[src/include/slcs_pkg.sv]
// What this block does
// - debug source marks which core raised debug
// - status bits 25:24 give source target kind
// - in-use link shows destination link number
// - routed link direction field, read-write, reset zero
// - network number field, read-write, reset zero
// - status bit 2 flags junk packet
// - bit 1 destination busy, bit 0 source busy
// - processor links same fields, no direction
// - eight links, one register each
// - bit 31 enables the external link
// - bit 30 picks two or five wires
// - bit 27 flags overflow or illegal token
// - bit 26 shows credit granted to remote
// - bit 25 shows credit held locally
// - bit 24 drops credit, sends greeting token
// - bit 23 resets receiver token framing
// - symbol gap is field plus one clocks
// - token gap is field plus one clocks
// - static enable forwards all packets locally
// - bit 8 processor, bits 4:0 channel end
// - static registers map to links C,D,A,B,G,H,E,F
package slcs_pkg;
  // ==========================================================
  // register indices, byte address is four times the index
  localparam int unsigned IDX_W          = 8;
  localparam logic [7:0]  REG_RSV_PAIR   = 8'h11;
  localparam logic [7:0]  REG_DEBUG_SRC  = 8'h1f;
  localparam logic [7:0]  REG_LINK_STAT  = 8'h20;
  localparam logic [7:0]  REG_PROCESSOR_LINK_STAT = 8'h40;
  localparam logic [7:0]  REG_EXT_CTL    = 8'h80;
  localparam logic [7:0]  REG_FIXED_FWD  = 8'ha0;
  localparam int unsigned NUM_LINKS      = 8;
  // ==========================================================
  // field positions
  localparam int unsigned KIND_LSB    = 24;
  localparam int unsigned DEST_LSB    = 16;
  localparam int unsigned DIR_LSB     = 8;
  localparam int unsigned NET_LSB     = 4;
  localparam int unsigned JUNK_BIT    = 2;
  localparam int unsigned DST_BIT     = 1;
  localparam int unsigned SRC_BIT     = 0;
  localparam int unsigned DBG_RSV_BIT = 4;
  localparam int unsigned DBG_C1_BIT  = 1;
  localparam int unsigned DBG_C0_BIT  = 0;
  localparam int unsigned EN_BIT      = 31;
  localparam int unsigned WIDE_BIT    = 30;
  localparam int unsigned ERR_BIT     = 27;
  localparam int unsigned GIVEN_BIT   = 26;
  localparam int unsigned HELD_BIT    = 25;
  localparam int unsigned GREETING_TOKEN_BIT   = 24;
  localparam int unsigned RXRST_BIT   = 23;
  localparam int unsigned SGAP_LSB    = 11;
  localparam int unsigned TGAP_LSB    = 0;
  localparam int unsigned GAP_W       = 11;
  localparam int unsigned FWD_EN_BIT  = 31;
  localparam int unsigned FWD_PROC    = 8;
  localparam int unsigned CHAN_LSB    = 0;
  // ==========================================================
  // reset values
  localparam logic [3:0]  RST_DIR  = 4'h0;
  localparam logic [1:0]  RST_NET  = 2'h0;
  localparam logic [10:0] RST_GAP  = 11'h000;
  localparam logic [4:0]  RST_CHAN = 5'h00;
  localparam logic [31:0] RD_ZERO  = 32'h0000_0000;
  // ==========================================================
  // carriers
  typedef enum logic [1:0] {
    KIND_SWITCH_LINK = 2'b00,
    KIND_PROC_LINK   = 2'b01,
    KIND_SWITCH_CTL  = 2'b10,
    KIND_UNDEFINED   = 2'b11
  } slcs_kind_type;

  typedef struct packed {
    slcs_kind_type kind;
    logic [7:0]    dest;
    logic          junk;
    logic          dstBusy;
    logic          srcBusy;
  } slcs_stat_type;

  typedef struct packed {
    logic       enable;
    logic       proc;
    logic [4:0] chan;
  } slcs_fwd_type;
endpackage : slcs_pkg

[src/logic/slcs_link_cfg.sv]
// Local design decision: the Avalon-MM interface to the registers.
module slcs_link_cfg (
  input  wire logic                          clk,
  input  wire logic                          rst_b,
  input  wire logic [9:0]                    address,
  input  wire logic                          read,
  input  wire logic                          write,
  input  wire logic [31:0]                   writedata,
  input  wire logic [3:0]                    byteenable,
  output logic      [31:0]                   readdata,
  output logic                               waitrequest,
  input  wire logic                          debugEvent,
  input  wire logic                          debugCore,
  input  wire slcs_pkg::slcs_stat_type [7:0] switchLinkStat,
  input  wire slcs_pkg::slcs_stat_type [7:0] procLinkStat,
  input  wire logic [7:0]                    rxFault,
  input  wire logic [7:0]                    creditGiven,
  input  wire logic [7:0]                    creditIn,
  input  wire logic [7:0]                    symSent,
  input  wire logic [7:0]                    tokenEnd,
  output logic      [7:0]                    linkEnable,
  output logic      [7:0]                    wideMode,
  output logic      [7:0]                    greetPulse,
  output logic      [7:0]                    rxResetPulse,
  output logic      [7:0]                    txReady,
  output logic      [3:0]                    linkDir [8],
  output logic      [1:0]                    linkNet [8],
  output logic      [1:0]                    procNet [8],
  output slcs_pkg::slcs_fwd_type [7:0]       fixedFwd
);
  // ==========================================================
  // bus slave: one wait cycle, then the transfer completes
  logic [7:0]  idx;
  logic [2:0]  sel;
  logic        wrCommit;
  logic        waitReq_r;
  logic [31:0] rdWord;
  logic [1:0]  rsvPair_r;
  logic [1:0]  dbgSrc_r;
  logic        dbgRsv_r;
  logic [7:0]  err_r;
  logic [7:0]  held_r;
  logic [10:0] symGap_r [8];
  logic [10:0] tokGap_r [8];
  logic [11:0] gapCnt_r [8];
  logic [31:0] statMerge;
  logic [31:0] procMerge;
  logic [31:0] ctlMerge;

  assign idx      = address[9:2];
  assign sel      = idx[2:0];
  assign wrCommit = write & ~waitReq_r;

  function automatic logic [31:0] mergeBe(input logic [31:0] old, input logic [31:0] wd,
                                          input logic [3:0] be);
    logic [31:0] res;
    res = old;
    for (int b = 0; b < 4; b++)
    begin
      if (be[b])
        res[8*b +: 8] = wd[8*b +: 8];
    end
    return res;
  endfunction : mergeBe

  function automatic logic hitBlock(input logic [7:0] ix, input logic [7:0] base);
    return ix[7:3] == base[7:3];
  endfunction : hitBlock

  // static registers are in letter order C,D,A,B,G,H,E,F
  function automatic logic [2:0] fwdLink(input logic [2:0] regSlot);
    return regSlot ^ 3'h2;
  endfunction : fwdLink

  function automatic logic [31:0] statWord(input slcs_pkg::slcs_stat_type st,
                                           input logic [3:0] dir, input logic [1:0] net);
    logic [31:0] w;
    w = slcs_pkg::RD_ZERO;
    w[slcs_pkg::KIND_LSB +: 2] = st.kind;
    if (st.srcBusy | st.dstBusy)
      w[slcs_pkg::DEST_LSB +: 8] = st.dest;
    w[slcs_pkg::DIR_LSB +: 4] = dir;
    w[slcs_pkg::NET_LSB +: 2] = net;
    w[slcs_pkg::JUNK_BIT] = st.junk;
    w[slcs_pkg::DST_BIT]  = st.dstBusy;
    w[slcs_pkg::SRC_BIT]  = st.srcBusy;
    return w;
  endfunction : statWord

  // old fields laid out as on the bus, so lane merging lives in one function
  assign statMerge = mergeBe({20'h00000, linkDir[sel], 2'h0, linkNet[sel], 4'h0}, writedata,
                             byteenable);
  assign procMerge = mergeBe({26'h0000000, procNet[sel], 4'h0}, writedata, byteenable);
  assign ctlMerge  = mergeBe({10'h000, symGap_r[sel], tokGap_r[sel]}, writedata, byteenable);

  always_ff @(posedge clk or negedge rst_b)
  begin
    if (!rst_b)
      waitReq_r <= 1'b1;
    else
      waitReq_r <= ~((read | write) & waitReq_r);
  end

  assign waitrequest = waitReq_r;

  always_comb
  begin
    rdWord = slcs_pkg::RD_ZERO;
    if (idx == slcs_pkg::REG_RSV_PAIR)
      rdWord[1:0] = rsvPair_r;
    else if (idx == slcs_pkg::REG_DEBUG_SRC)
    begin
      rdWord[slcs_pkg::DBG_RSV_BIT] = dbgRsv_r;
      rdWord[1:0] = dbgSrc_r;
    end
    else if (hitBlock(idx, slcs_pkg::REG_LINK_STAT))
      rdWord = statWord(switchLinkStat[sel], linkDir[sel], linkNet[sel]);
    else if (hitBlock(idx, slcs_pkg::REG_PROCESSOR_LINK_STAT))
      rdWord = statWord(procLinkStat[sel], slcs_pkg::RST_DIR, procNet[sel]);
    else if (hitBlock(idx, slcs_pkg::REG_EXT_CTL))
    begin
      rdWord[slcs_pkg::EN_BIT]    = linkEnable[sel];
      rdWord[slcs_pkg::WIDE_BIT]  = wideMode[sel];
      rdWord[slcs_pkg::ERR_BIT]   = err_r[sel];
      rdWord[slcs_pkg::GIVEN_BIT] = creditGiven[sel];
      rdWord[slcs_pkg::HELD_BIT]  = held_r[sel];
      rdWord[slcs_pkg::SGAP_LSB +: slcs_pkg::GAP_W] = symGap_r[sel];
      rdWord[slcs_pkg::TGAP_LSB +: slcs_pkg::GAP_W] = tokGap_r[sel];
    end
    else if (hitBlock(idx, slcs_pkg::REG_FIXED_FWD))
    begin
      rdWord[slcs_pkg::FWD_EN_BIT] = fixedFwd[fwdLink(sel)].enable;
      rdWord[slcs_pkg::FWD_PROC]   = fixedFwd[fwdLink(sel)].proc;
      rdWord[slcs_pkg::CHAN_LSB +: 5] = fixedFwd[fwdLink(sel)].chan;
    end
  end

  // read data is caught in the wait cycle and holds through completion
  always_ff @(posedge clk or negedge rst_b)
  begin
    if (!rst_b)
      readdata <= slcs_pkg::RD_ZERO;
    else if (read & waitReq_r)
      readdata <= rdWord;
  end

  // ==========================================================
  // debug source and reserved pair
  always_ff @(posedge clk or negedge rst_b)
  begin
    if (!rst_b)
    begin
      dbgSrc_r  <= 2'h0;
      dbgRsv_r  <= 1'b0;
      rsvPair_r <= 2'h0;
    end
    else
    begin
      if (wrCommit && idx == slcs_pkg::REG_RSV_PAIR && byteenable[0])
        rsvPair_r <= writedata[1:0];
      if (wrCommit && idx == slcs_pkg::REG_DEBUG_SRC && byteenable[0])
      begin
        dbgRsv_r <= writedata[slcs_pkg::DBG_RSV_BIT];
        dbgSrc_r <= writedata[1:0];
      end
      // a new event wins over a software write in the same cycle
      if (debugEvent)
        dbgSrc_r <= debugCore ? 2'b10 : 2'b01;
    end
  end

  // ==========================================================
  // per-link configuration
  always_ff @(posedge clk or negedge rst_b)
  begin
    if (!rst_b)
    begin
      for (int i = 0; i < 8; i++)
      begin
        linkDir[i] <= slcs_pkg::RST_DIR;
        linkNet[i] <= slcs_pkg::RST_NET;
        procNet[i] <= slcs_pkg::RST_NET;
      end
    end
    else if (wrCommit)
    begin
      if (hitBlock(idx, slcs_pkg::REG_LINK_STAT))
      begin
        linkDir[sel] <= statMerge[slcs_pkg::DIR_LSB +: 4];
        linkNet[sel] <= statMerge[slcs_pkg::NET_LSB +: 2];
      end
      if (hitBlock(idx, slcs_pkg::REG_PROCESSOR_LINK_STAT))
        procNet[sel] <= procMerge[slcs_pkg::NET_LSB +: 2];
    end
  end

  always_ff @(posedge clk or negedge rst_b)
  begin
    if (!rst_b)
    begin
      linkEnable <= 8'h00;
      wideMode   <= 8'h00;
      for (int i = 0; i < 8; i++)
      begin
        symGap_r[i] <= slcs_pkg::RST_GAP;
        tokGap_r[i] <= slcs_pkg::RST_GAP;
      end
    end
    else if (wrCommit && hitBlock(idx, slcs_pkg::REG_EXT_CTL))
    begin
      if (byteenable[3])
      begin
        linkEnable[sel] <= writedata[slcs_pkg::EN_BIT];
        wideMode[sel]   <= writedata[slcs_pkg::WIDE_BIT];
      end
      symGap_r[sel] <= ctlMerge[slcs_pkg::SGAP_LSB +: slcs_pkg::GAP_W];
      tokGap_r[sel] <= ctlMerge[slcs_pkg::TGAP_LSB +: slcs_pkg::GAP_W];
    end
  end

  // command bits: one-cycle pulses, writing zero does nothing
  always_ff @(posedge clk or negedge rst_b)
  begin
    if (!rst_b)
    begin
      greetPulse   <= 8'h00;
      rxResetPulse <= 8'h00;
    end
    else
    begin
      greetPulse   <= 8'h00;
      rxResetPulse <= 8'h00;
      if (wrCommit && hitBlock(idx, slcs_pkg::REG_EXT_CTL) && byteenable[3])
        greetPulse[sel] <= writedata[slcs_pkg::GREETING_TOKEN_BIT];
      if (wrCommit && hitBlock(idx, slcs_pkg::REG_EXT_CTL) && byteenable[2])
        rxResetPulse[sel] <= writedata[slcs_pkg::RXRST_BIT];
    end
  end

  // ==========================================================
  // link status flags
  // error stays until the receiver is reset; a fault in that cycle still lands
  always_ff @(posedge clk or negedge rst_b)
  begin
    if (!rst_b)
    begin
      err_r  <= 8'h00;
      held_r <= 8'h00;
    end
    else
    begin
      err_r  <= (err_r & ~rxResetPulse) | rxFault;
      // credit from the far end wins over a local discard in the same cycle
      held_r <= (held_r & ~greetPulse) | creditIn;
    end
  end

  // ==========================================================
  // transmit pacing: counter loaded with gap+1 after each symbol
  always_ff @(posedge clk or negedge rst_b)
  begin
    if (!rst_b)
    begin
      txReady <= 8'h00;
      for (int i = 0; i < 8; i++)
        gapCnt_r[i] <= 12'h000;
    end
    else
    begin
      for (int i = 0; i < 8; i++)
      begin
        if (symSent[i])
        begin
          gapCnt_r[i] <= tokenEnd[i] ? {1'b0, tokGap_r[i]} + 12'h001
                                     : {1'b0, symGap_r[i]} + 12'h001;
          txReady[i]  <= 1'b0;
        end
        else
        begin
          if (gapCnt_r[i] != 12'h000)
            gapCnt_r[i] <= gapCnt_r[i] - 12'h001;
          txReady[i] <= linkEnable[i] & (gapCnt_r[i] <= 12'h001);
        end
      end
    end
  end

  // ==========================================================
  // fixed forwarding
  always_ff @(posedge clk or negedge rst_b)
  begin
    if (!rst_b)
    begin
      for (int i = 0; i < 8; i++)
        fixedFwd[i] <= '{enable: 1'b0, proc: 1'b0, chan: slcs_pkg::RST_CHAN};
    end
    else if (wrCommit && hitBlock(idx, slcs_pkg::REG_FIXED_FWD))
    begin
      if (byteenable[3])
        fixedFwd[fwdLink(sel)].enable <= writedata[slcs_pkg::FWD_EN_BIT];
      if (byteenable[1])
        fixedFwd[fwdLink(sel)].proc <= writedata[slcs_pkg::FWD_PROC];
      if (byteenable[0])
        fixedFwd[fwdLink(sel)].chan <= writedata[slcs_pkg::CHAN_LSB +: 5];
    end
  end

  // ==========================================================
  // assertions
  logic extWr0;
  assign extWr0 = wrCommit && idx == slcs_pkg::REG_EXT_CTL;

  property p_wait_one;
    @(posedge clk) disable iff (!rst_b)
    (read | write) && waitReq_r |=> !waitReq_r ##1 waitReq_r;
  endproperty
  a_wait_one: assert property (p_wait_one) else $error("slave did not answer in one cycle");

  property p_dbg_src;
    @(posedge clk) disable iff (!rst_b)
    debugEvent |=> dbgSrc_r == ($past(debugCore) ? 2'b10 : 2'b01);
  endproperty
  a_dbg_src: assert property (p_dbg_src) else $error("debug source wrong");

  property p_greet;
    @(posedge clk) disable iff (!rst_b)
    extWr0 && byteenable[3] && writedata[slcs_pkg::GREETING_TOKEN_BIT]
      |=> greetPulse[0] ##1 (!greetPulse[0] && (!held_r[0] || $past(creditIn[0])));
  endproperty
  a_greet: assert property (p_greet) else $error("greeting did not pulse or drop credit");

  property p_rx_reset;
    @(posedge clk) disable iff (!rst_b)
    extWr0 && byteenable[2] && writedata[slcs_pkg::RXRST_BIT] |=> rxResetPulse[0];
  endproperty
  a_rx_reset: assert property (p_rx_reset) else $error("receiver reset missing");

  property p_cmd_pulse;
    @(posedge clk) disable iff (!rst_b)
    rxResetPulse[0] && !$past(wrCommit) |-> 1'b0;
  endproperty
  a_cmd_pulse: assert property (p_cmd_pulse) else $error("command pulse without write");

  property p_err;
    @(posedge clk) disable iff (!rst_b)
    rxFault[0] |=> err_r[0];
  endproperty
  a_err: assert property (p_err) else $error("fault not flagged");

  property p_err_clr;
    @(posedge clk) disable iff (!rst_b)
    rxResetPulse[0] && !rxFault[0] |=> !err_r[0];
  endproperty
  a_err_clr: assert property (p_err_clr) else $error("error not cleared by rx reset");

  property p_sym_gap;
    @(posedge clk) disable iff (!rst_b)
    symSent[0] && !tokenEnd[0] |=> gapCnt_r[0] == {1'b0, $past(symGap_r[0])} + 12'h001;
  endproperty
  a_sym_gap: assert property (p_sym_gap) else $error("symbol gap wrong");

  property p_tok_gap;
    @(posedge clk) disable iff (!rst_b)
    symSent[0] && tokenEnd[0] |=> !txReady[0] ##1 (!txReady[0] || tokGap_r[0] == 11'h000);
  endproperty
  a_tok_gap: assert property (p_tok_gap) else $error("token gap too short");

  property p_enable;
    @(posedge clk) disable iff (!rst_b)
    extWr0 && byteenable[3] |=> linkEnable[0] == $past(writedata[slcs_pkg::EN_BIT]);
  endproperty
  a_enable: assert property (p_enable) else $error("link enable not stored");

  property p_fwd_map;
    @(posedge clk) disable iff (!rst_b)
    wrCommit && idx == slcs_pkg::REG_FIXED_FWD && byteenable[3]
      |=> fixedFwd[2].enable == $past(writedata[slcs_pkg::FWD_EN_BIT]);
  endproperty
  a_fwd_map: assert property (p_fwd_map) else $error("static slot mapping wrong");

  c_read:  cover property (@(posedge clk) disable iff (!rst_b) read && !waitReq_r);
  c_greet: cover property (@(posedge clk) disable iff (!rst_b) greetPulse[0]);
  c_gap:   cover property (@(posedge clk) disable iff (!rst_b) symSent[0] ##[2:20] txReady[0]);
endmodule : slcs_link_cfg

[config.mk]
export PLATFORM = sky130hd
export DESIGN_NAME = slcs_link_cfg
export DESIGN_NICKNAME = d
export VERILOG_FILES = /design/src/include/slcs_pkg.sv /design/src/logic/slcs_link_cfg.sv
export SDC_FILE = /design/constraint.sdc
export NUM_CORES = 1
export LEC_CHECK = 0
export ABC_CLOCK_PERIOD_IN_PS = 2500
export BUFFER_PORTS_ARGS = -buffer_cell sky130_fd_sc_hd__buf_2
export CORE_MARGIN = 10
export CORE_UTILIZATION = 57
export DETAILED_ROUTE_END_ITERATION = 6
export GPL_TIMING_DRIVEN = 0
export PLACE_DENSITY = 0.81
export SKIP_CTS_REPAIR_TIMING = 1
export SLEW_MARGIN = 5
export SYNTH_ARGS = -nofsm -noshare
export SYNTH_HDL_FRONTEND = slang
export SYNTH_SLANG_ARGS = --single-unit
[constraint.sdc]
create_clock -name clk -period 2.5 [get_ports clk]
set_input_delay 0.5 -clock clk [delete_from_list [all_inputs] [get_ports clk]]
set_output_delay 0.5 -clock clk [all_outputs]
set_load 0.03 [all_outputs]
-- Word-level counts from Yosys, hierarchy flattened
Cells that the tools add are included.
- $add $sub $neg: 24
- magnitude comparators: 14
- eq/ne operators: 6
- mux-type cells: 126
- bitwise logic cells: 26
- reduce and logical (&&, ||, !) cells: 31
- operators by type and width (operator ; count):
    $mux 12 ; 24
    $mux 56 ; 5
    $add 11x1->12 const B ; 16
    $bwmux 88 ; 2
    $bwmux 56 ; 3
    $le 12x1->1 const B ; 8
    $reduce_bool 12->1 ; 8
    $sub 12x1->12 const B ; 8
    $bmux 13 s3 ; 2
    $bmux 11 s3 ; 2
    $demux 7 s3 ; 3
    $mux 11 ; 5
    $mux 8 ; 6
    $mux 13 ; 3
    $demux 11 s3 ; 1
    $and 8x8->8 ; 4
    $bwmux 16 ; 2
    $bwmux 32 ; 1
    $mux 32 ; 1
    $mux 30 ; 1
    $mux 27 ; 1
    $mux 2 ; 12
    $mux 6 ; 4
    $mux 22 ; 1
    other kinds (30) ; 104
- register bits: 486
- bits of input ports: 300
- output and inout bits: 193
- logic and storage cells: 311

-- Longest topological paths before layout
- depth in word-level cells: 13
- mapped depth: 11

-- Worst setup path before layout
Ideal clock, no wire load.
- path type: input to register
- start: in tokenEnd[3]
- end: reg gapCnt_r[52] in the netlist's numbering
- setup time: 0.094 ns
- arrival time: 2.388 ns
- required time: 2.406 ns
- path slack: 0.018 ns
- stages: 9
- path buffers: 2
- path through: buf_2 buf_1 mux2_2 ha_1 nor2b_1 nand2_1 xor2_1 mux2_2 a211oi_1
- longest elaborated chain between the ends: 2
- RTL lines (element ; RTL line ; RTL):
    from (decl) ; slcs_link_cfg.sv:20 ; input wire logic [7:0] tokenEnd,
    $mux 12 ; slcs_link_cfg.sv:274 ; gapCnt_r[i] <= tokenEnd[i] ? {1'b0, tokGap_r[i]} + 12'h001
    $mux 12 ; slcs_link_cfg.sv:272 ; if (symSent[i])
    to (signal, indexed assignment) ; slcs_link_cfg.sv:274 ;
    to (signal, indexed assignment) ; slcs_link_cfg.sv:281 ; gapCnt_r[i] <= gapCnt_r[i] - 12'h001;
    to (decl) ; slcs_link_cfg.sv:45 ; logic [11:0] gapCnt_r [8];
Every way passes these cells.
A chain may end at the register's enable or synchronous reset.

-- Worst setup path in the final report
- start: in address[4]
- end: reg tokGap_r[9] in the netlist's numbering
- longest elaborated chain between the ends: 6
- elaborated cells on any way between the ends: 11
- those cells by class: 2 x order compare; 7 x mux; 1 x bitwise; 1 x reduce/logical
- RTL lines (element ; RTL line ; RTL):
    from (decl) ; slcs_link_cfg.sv:5 ; input wire logic [9:0] address,
    $not 3->4 (not written as such) * ; slcs_link_cfg.sv:94, slcs_link_cfg.sv:217 ;
    $ge 4x4->1 (not written as such) (tied with other cells) ; slcs_link_cfg.sv:217 ; tokGap_r[sel] <= ctlMerge[slcs_pkg::TGAP_LSB +: slcs_pkg::GAP_W];
    $logic_and 1x1->1 (not written as such) or $mux 11 (tied branches) ; slcs_link_cfg.sv:217, slcs_link_cfg.sv:94 ;
    $mux 11, on equally long branches ; slcs_link_cfg.sv:217, slcs_link_cfg.sv:94 ;
    $demux 11 s3 or $mux 8 (tied branches) ; slcs_link_cfg.sv:217, slcs_link_cfg.sv:60 ;
    $bwmux 88 * ; slcs_link_cfg.sv:217 ;
    to (signal, indexed assignment) ; slcs_link_cfg.sv:206 ; tokGap_r[i] <= slcs_pkg::RST_GAP;
    to (signal, indexed assignment) ; slcs_link_cfg.sv:217 ;
    to (decl) ; slcs_link_cfg.sv:44 ; logic [10:0] tokGap_r [8];
Every way passes the cells marked *; elsewhere a longest branch is shown, timed or not. The select of a mux whose other input is x is not followed.

==> results by stage <==
Synth:
- In the synthesized netlist, the number of instances is 2532.
- After synthesis, the largest family of logic cells by area is multiplexers.
- The share of the synthesized netlist area taken by xor and xnor gates is 4.12%.
- By area the synthesized netlist is led by sky130_fd_sc_hd__dfrtp_1, sky130_fd_sc_hd__mux2_2, sky130_fd_sc_hd__mux2i_1.
- The cell taking the most area after synthesis is sky130_fd_sc_hd__dfrtp_1.
- The register bit total from synthesis is approximately 480.
- sky130_fd_sc_hd__dfrtp_1 is the most common cell in the netlist.
- The post-synthesis adder-cell area fraction is 1.45%.
- The simple logic cell fraction of the synthesized area is 11.0%.
- The mux share of post-synthesis cell area is 23.7%.
- The fraction of the mapped netlist area in compound gates is 12.6%.
- Of all flip-flops after synthesis, the portion carrying an async set or reset was 100%.
- Synthesis instantiated 82 different standard cells from the library.
- The synthesized design devotes to its leading area cell type between 40% and 50% of total area.
- In the synthesized netlist the dominant register cell turns out to be sky130_fd_sc_hd__dfrtp_1.
- The sequential-to-total area share from yosys stat is a little over two fifths.
- The number of enable-type register cells in the synthesized netlist is 0.
- The commonest cells after synthesis are sky130_fd_sc_hd__dfrtp_1, sky130_fd_sc_hd__mux2_2, sky130_fd_sc_hd__nor2_1.
- The summed instance area of the synthesized netlist is between 20000 and 30000 um2.
- For this run, the number of Yosys warnings is 0.
- The average cell area after synthesis is 10.9 um2.

CTS:
- The number of sinks driven by the clock tree is ~480.
- TritonCTS created 52 clock buffers.
- The CTS clock-pin slew for the worst setup and hold paths is 0.06 ns.
- The TritonCTS clock tree is built.
- The later-pin clock latency in the skew report is around 0.65 ns.
- The depth of the CTS H-tree is 2.
- The maximum count of clock buffers along a single path is 3.
- The cell sitting at the root of the clock tree is a sky130_fd_sc_hd__clkbuf_16.

Placed design:
- Once placement finished, the instance area stood at 30900 um2.
- At the end of routability-driven placement, the weighted congestion stood at 1.09.
- The number of buffers inserted by port buffering is around 470.
- The placement-stage worst setup slack is -1.30 ns.
- Once detailed placement completed, the half-perimeter wirelength came to 97.0 mm.

Pwr:
- Summed over all cells, the static leakage comes to 0.0159 uW.
- IR analysis of the VDD net gives a maximum drop of 0.488 mV.
- The power density normalized to cell area is 591 nW/um2.
- The total power is 19500 uW.

Routing:
- The number of optimization iterations in the first detailed-route pass is 6.
- Dividing the detail-routed via count by the number of cells gives ~7.1.
- For this run, design rule violations remaining after detail routing come to 0.
- The remaining antenna violation count after routing is 0.
- For this block, the via count after detailed routing is 26300.
- The final layout contains routed wiring with a total length of 129 mm.
- Dividing the detail-routed wire length by the instance count gives about 35 um.
- After the first detailed-routing iteration, the DRC count stood at 3941.

Floorplan:
- The initial cell density of the core is 57.8%.
- For this design the top-level I/O count stands at 493.
- The floorplan die area is roughly 58000 um2.
- The die is 240 um tall.
- The number of cell rows is 80.
- Measured along the x axis, the die boundary spans 240 um.
- The region available for standard cell placement spans 47800 um2.

Timing:
- The max-slew violation count is 0.
- Setup violations remaining at the end of the flow were counted as 88.
- Once routing completed, OpenROAD measured the worst setup slack at -0.114 ns.
- The final hold violation count is 0.
- The slew at the pin with the worst max-slew slack is about 1.1 ns.
- Static timing analysis puts the maximum clock frequency at 382 MHz.
- The worst path uses 105% of the clock period.
- The clock period minus worst slack is 2.61 ns.
- Clock skew on the completed layout was measured at 0.0328 ns.
- The worst slew slack as a fraction of its limit is 24.5%.
- Setup repair after global routing could not meet its margin everywhere.
- The setup TNS is -3.14 ns.

Global route:
- The via count of the first global-routing pass is 27100.
- The pin count of the biggest net entering global routing is 98.
- The first-pass GRT wire length is 182 mm.
- After global routing the overflow that remains totals 0.
- Global routing consumed, over all layers together, between 40% and 50% of the routing resources.
- The number of antenna violations at the first check in global routing is 8.

Setup path:
- The element type at the critical path start is an input pin.
- The most critical setup path has its startpoint at address[4].
- The worst setup path is of the in -> reg kind.
- The arrival time at the worst endpoint is 3.16 ns.
- At the worst endpoint, the required time is 3.04 ns.
- The most critical setup path has its endpoint at tokGap_r[9].
- The origin of the critical flop-to-flop path is waitrequest.
- The largest fanout on the critical path is 10.
- The worst setup path is captured at a register.
- The endpoint identified for the worst register-to-register timing path is symGap_r[19].
- The path depth of the worst reg2reg path is 7.
- For flop-to-flop paths, the worst setup slack is 0.04 ns.

Job:
- The number of maximum-capacitance constraint violations is 0.

Run status:
- The checks that failed: setup timing.
- The flow ran to the end, but the final reports show violations.

Final layout:
- The area added between synthesis and finish is 19.7%.
- The share of final-layout standard cells stronger than drive strength 1 is 37.6%.
- The post-layout net count is 3397.
- Cells fill 69.1% of the core in the end.
- The count of filler cells inserted in the layout is 3590.
- The final design area excluding fillers is 33100 um2.

Hold path:
- The worst min-delay path class is in -> reg.
-- per-stage QoR --
step | instances | hold slack (ns)
after floorplan | 2533 | 0.204
after global placement | 3617 | 0.453
after detailed placement | 3622 | 0.437
after CTS | 3719 | -0.203
after global routing | 3725 | 0.0465
final | 3729 | 0.0274
-- routing by layer --
metal | wire (um) | vias to the layer above | part of all wire (%) | track usage [%]
met2 | 57300 | 2327 | 45 | 67.6
li1 | - | 10500 | - | -
met4 | 12800 | 2 | 10 | 35.3
met5 | 11 | - | 0.0085 | 0
met3 | 17300 | 692 | 13 | 15.6
met1 | 41300 | 12800 | 32 | 48.4
-- critical path, cell delays in order --
cell                      delay (ns)
sky130_fd_sc_hd__buf_2          0.14
sky130_fd_sc_hd__buf_2          0.27
sky130_fd_sc_hd__and2_1         0.36
sky130_fd_sc_hd__buf_2          0.50
sky130_fd_sc_hd__a22oi_1        0.29
sky130_fd_sc_hd__o21ai_0        0.58
sky130_fd_sc_hd__mux2i_4        0.25
sky130_fd_sc_hd__o21ai_0        0.25
-- area by class of cell --
| class | instances | area (um2) | area share [%] |
|---|---|---|---|
| plain buffers | 146 | 851 | 2.57 |
| well taps | 615 | 769 | 2.33 |
| clock buffers | 81 | 1540 | 4.66 |
| clock inverters | 16 | 213 | 0.643 |
| diodes | 6 | 15.0 | 0.0454 |
| multi-input cells | 1853 | 14800 | 44.9 |
| repair buffers | 479 | 2550 | 7.70 |
| inverters | 49 | 184 | 0.556 |
| flip-flops and latches | 484 | 12100 | 36.6 |
-- cells in the final DEF, fill, tap and decap left out, types with 14 or more instances in the layout --
cell type	count
sky130_fd_sc_hd__mux2_2	392
sky130_fd_sc_hd__o221ai_1	19
sky130_fd_sc_hd__dfrtp_1	483
sky130_fd_sc_hd__a21o_1	20
sky130_fd_sc_hd__nor2_1	190
sky130_fd_sc_hd__inv_1	48
sky130_fd_sc_hd__xor2_1	73
sky130_fd_sc_hd__a211oi_1	60
sky130_fd_sc_hd__clkbuf_16	53
sky130_fd_sc_hd__a21oi_1	77
sky130_fd_sc_hd__nor3_1	41
sky130_fd_sc_hd__ha_1	32
sky130_fd_sc_hd__nand3_1	51
sky130_fd_sc_hd__nand2_1	168
sky130_fd_sc_hd__buf_2	516
sky130_fd_sc_hd__mux2i_1	109
sky130_fd_sc_hd__nor2b_1	16
sky130_fd_sc_hd__a22oi_1	34
sky130_fd_sc_hd__mux4_2	42
sky130_fd_sc_hd__nor4_1	19
sky130_fd_sc_hd__o21ai_0	91
sky130_fd_sc_hd__clkbuf_1	56
sky130_fd_sc_hd__xnor2_1	57
sky130_fd_sc_hd__a221oi_1	30
sky130_fd_sc_hd__or4_1	14
sky130_fd_sc_hd__o22ai_1	42
sky130_fd_sc_hd__buf_4	21
sky130_fd_sc_hd__a22o_1	18
sky130_fd_sc_hd__nand4_1	14
-- power breakdown --
part	switching, uW	internal (uW)	leakage [uW]
clock network	3450	4750	0.000867
registers	284	8090	0.00652
logic	1970	1000	0.00856
total	5710	13800	0.0159
-- sequential cells by signal (all words and copies together) (netlist names) --
| signal | count |
|---|---|
| symGap_r | 88 |
| rxResetPulse | 8 |
| dbgSrc_r | 2 |
| linkDir | 32 |
| procNet | 16 |
| wideMode | 8 |
| readdata | 30 |
| fixedFwd | 56 |
| gapCnt_r | 96 |
| linkNet | 16 |
| tokGap_r | 88 |
| txReady | 8 |
| rsvPair_r | 2 |
| greetPulse | 8 |
| dbgRsv_r | 1 |
| waitrequest | 1 |
| linkEnable | 8 |
| held_r | 8 |
| err_r | 8 |
-- worst min path at each step --
stage	endpoint	cells past startpoint	from	slack [ns]
floorplan	dbgRsv_r	0	rst_b	0.20
global placement	readdata[9]	2	readdata[9]	0.45
detailed placement	txReady[1]	1	rst_b	0.44
CTS	txReady[1]	1	rst_b	-0.20
global route	err_r[1]	2	rxFault[1]	0.05
finish	err_r[7]	2	rxFault[7]	0.03
-- cell families after synthesis --
group                    count (synthesis)
flip-flops                             484
XOR/XNOR                               130
other                                    1
adder cells (fa/ha/maj)                 32
AO/OA/AOI/OAI                          502
buffers and inverters                  196
AND/OR/NAND/NOR                        635
multiplexers                           552
(Power assumes the default switching activity.)
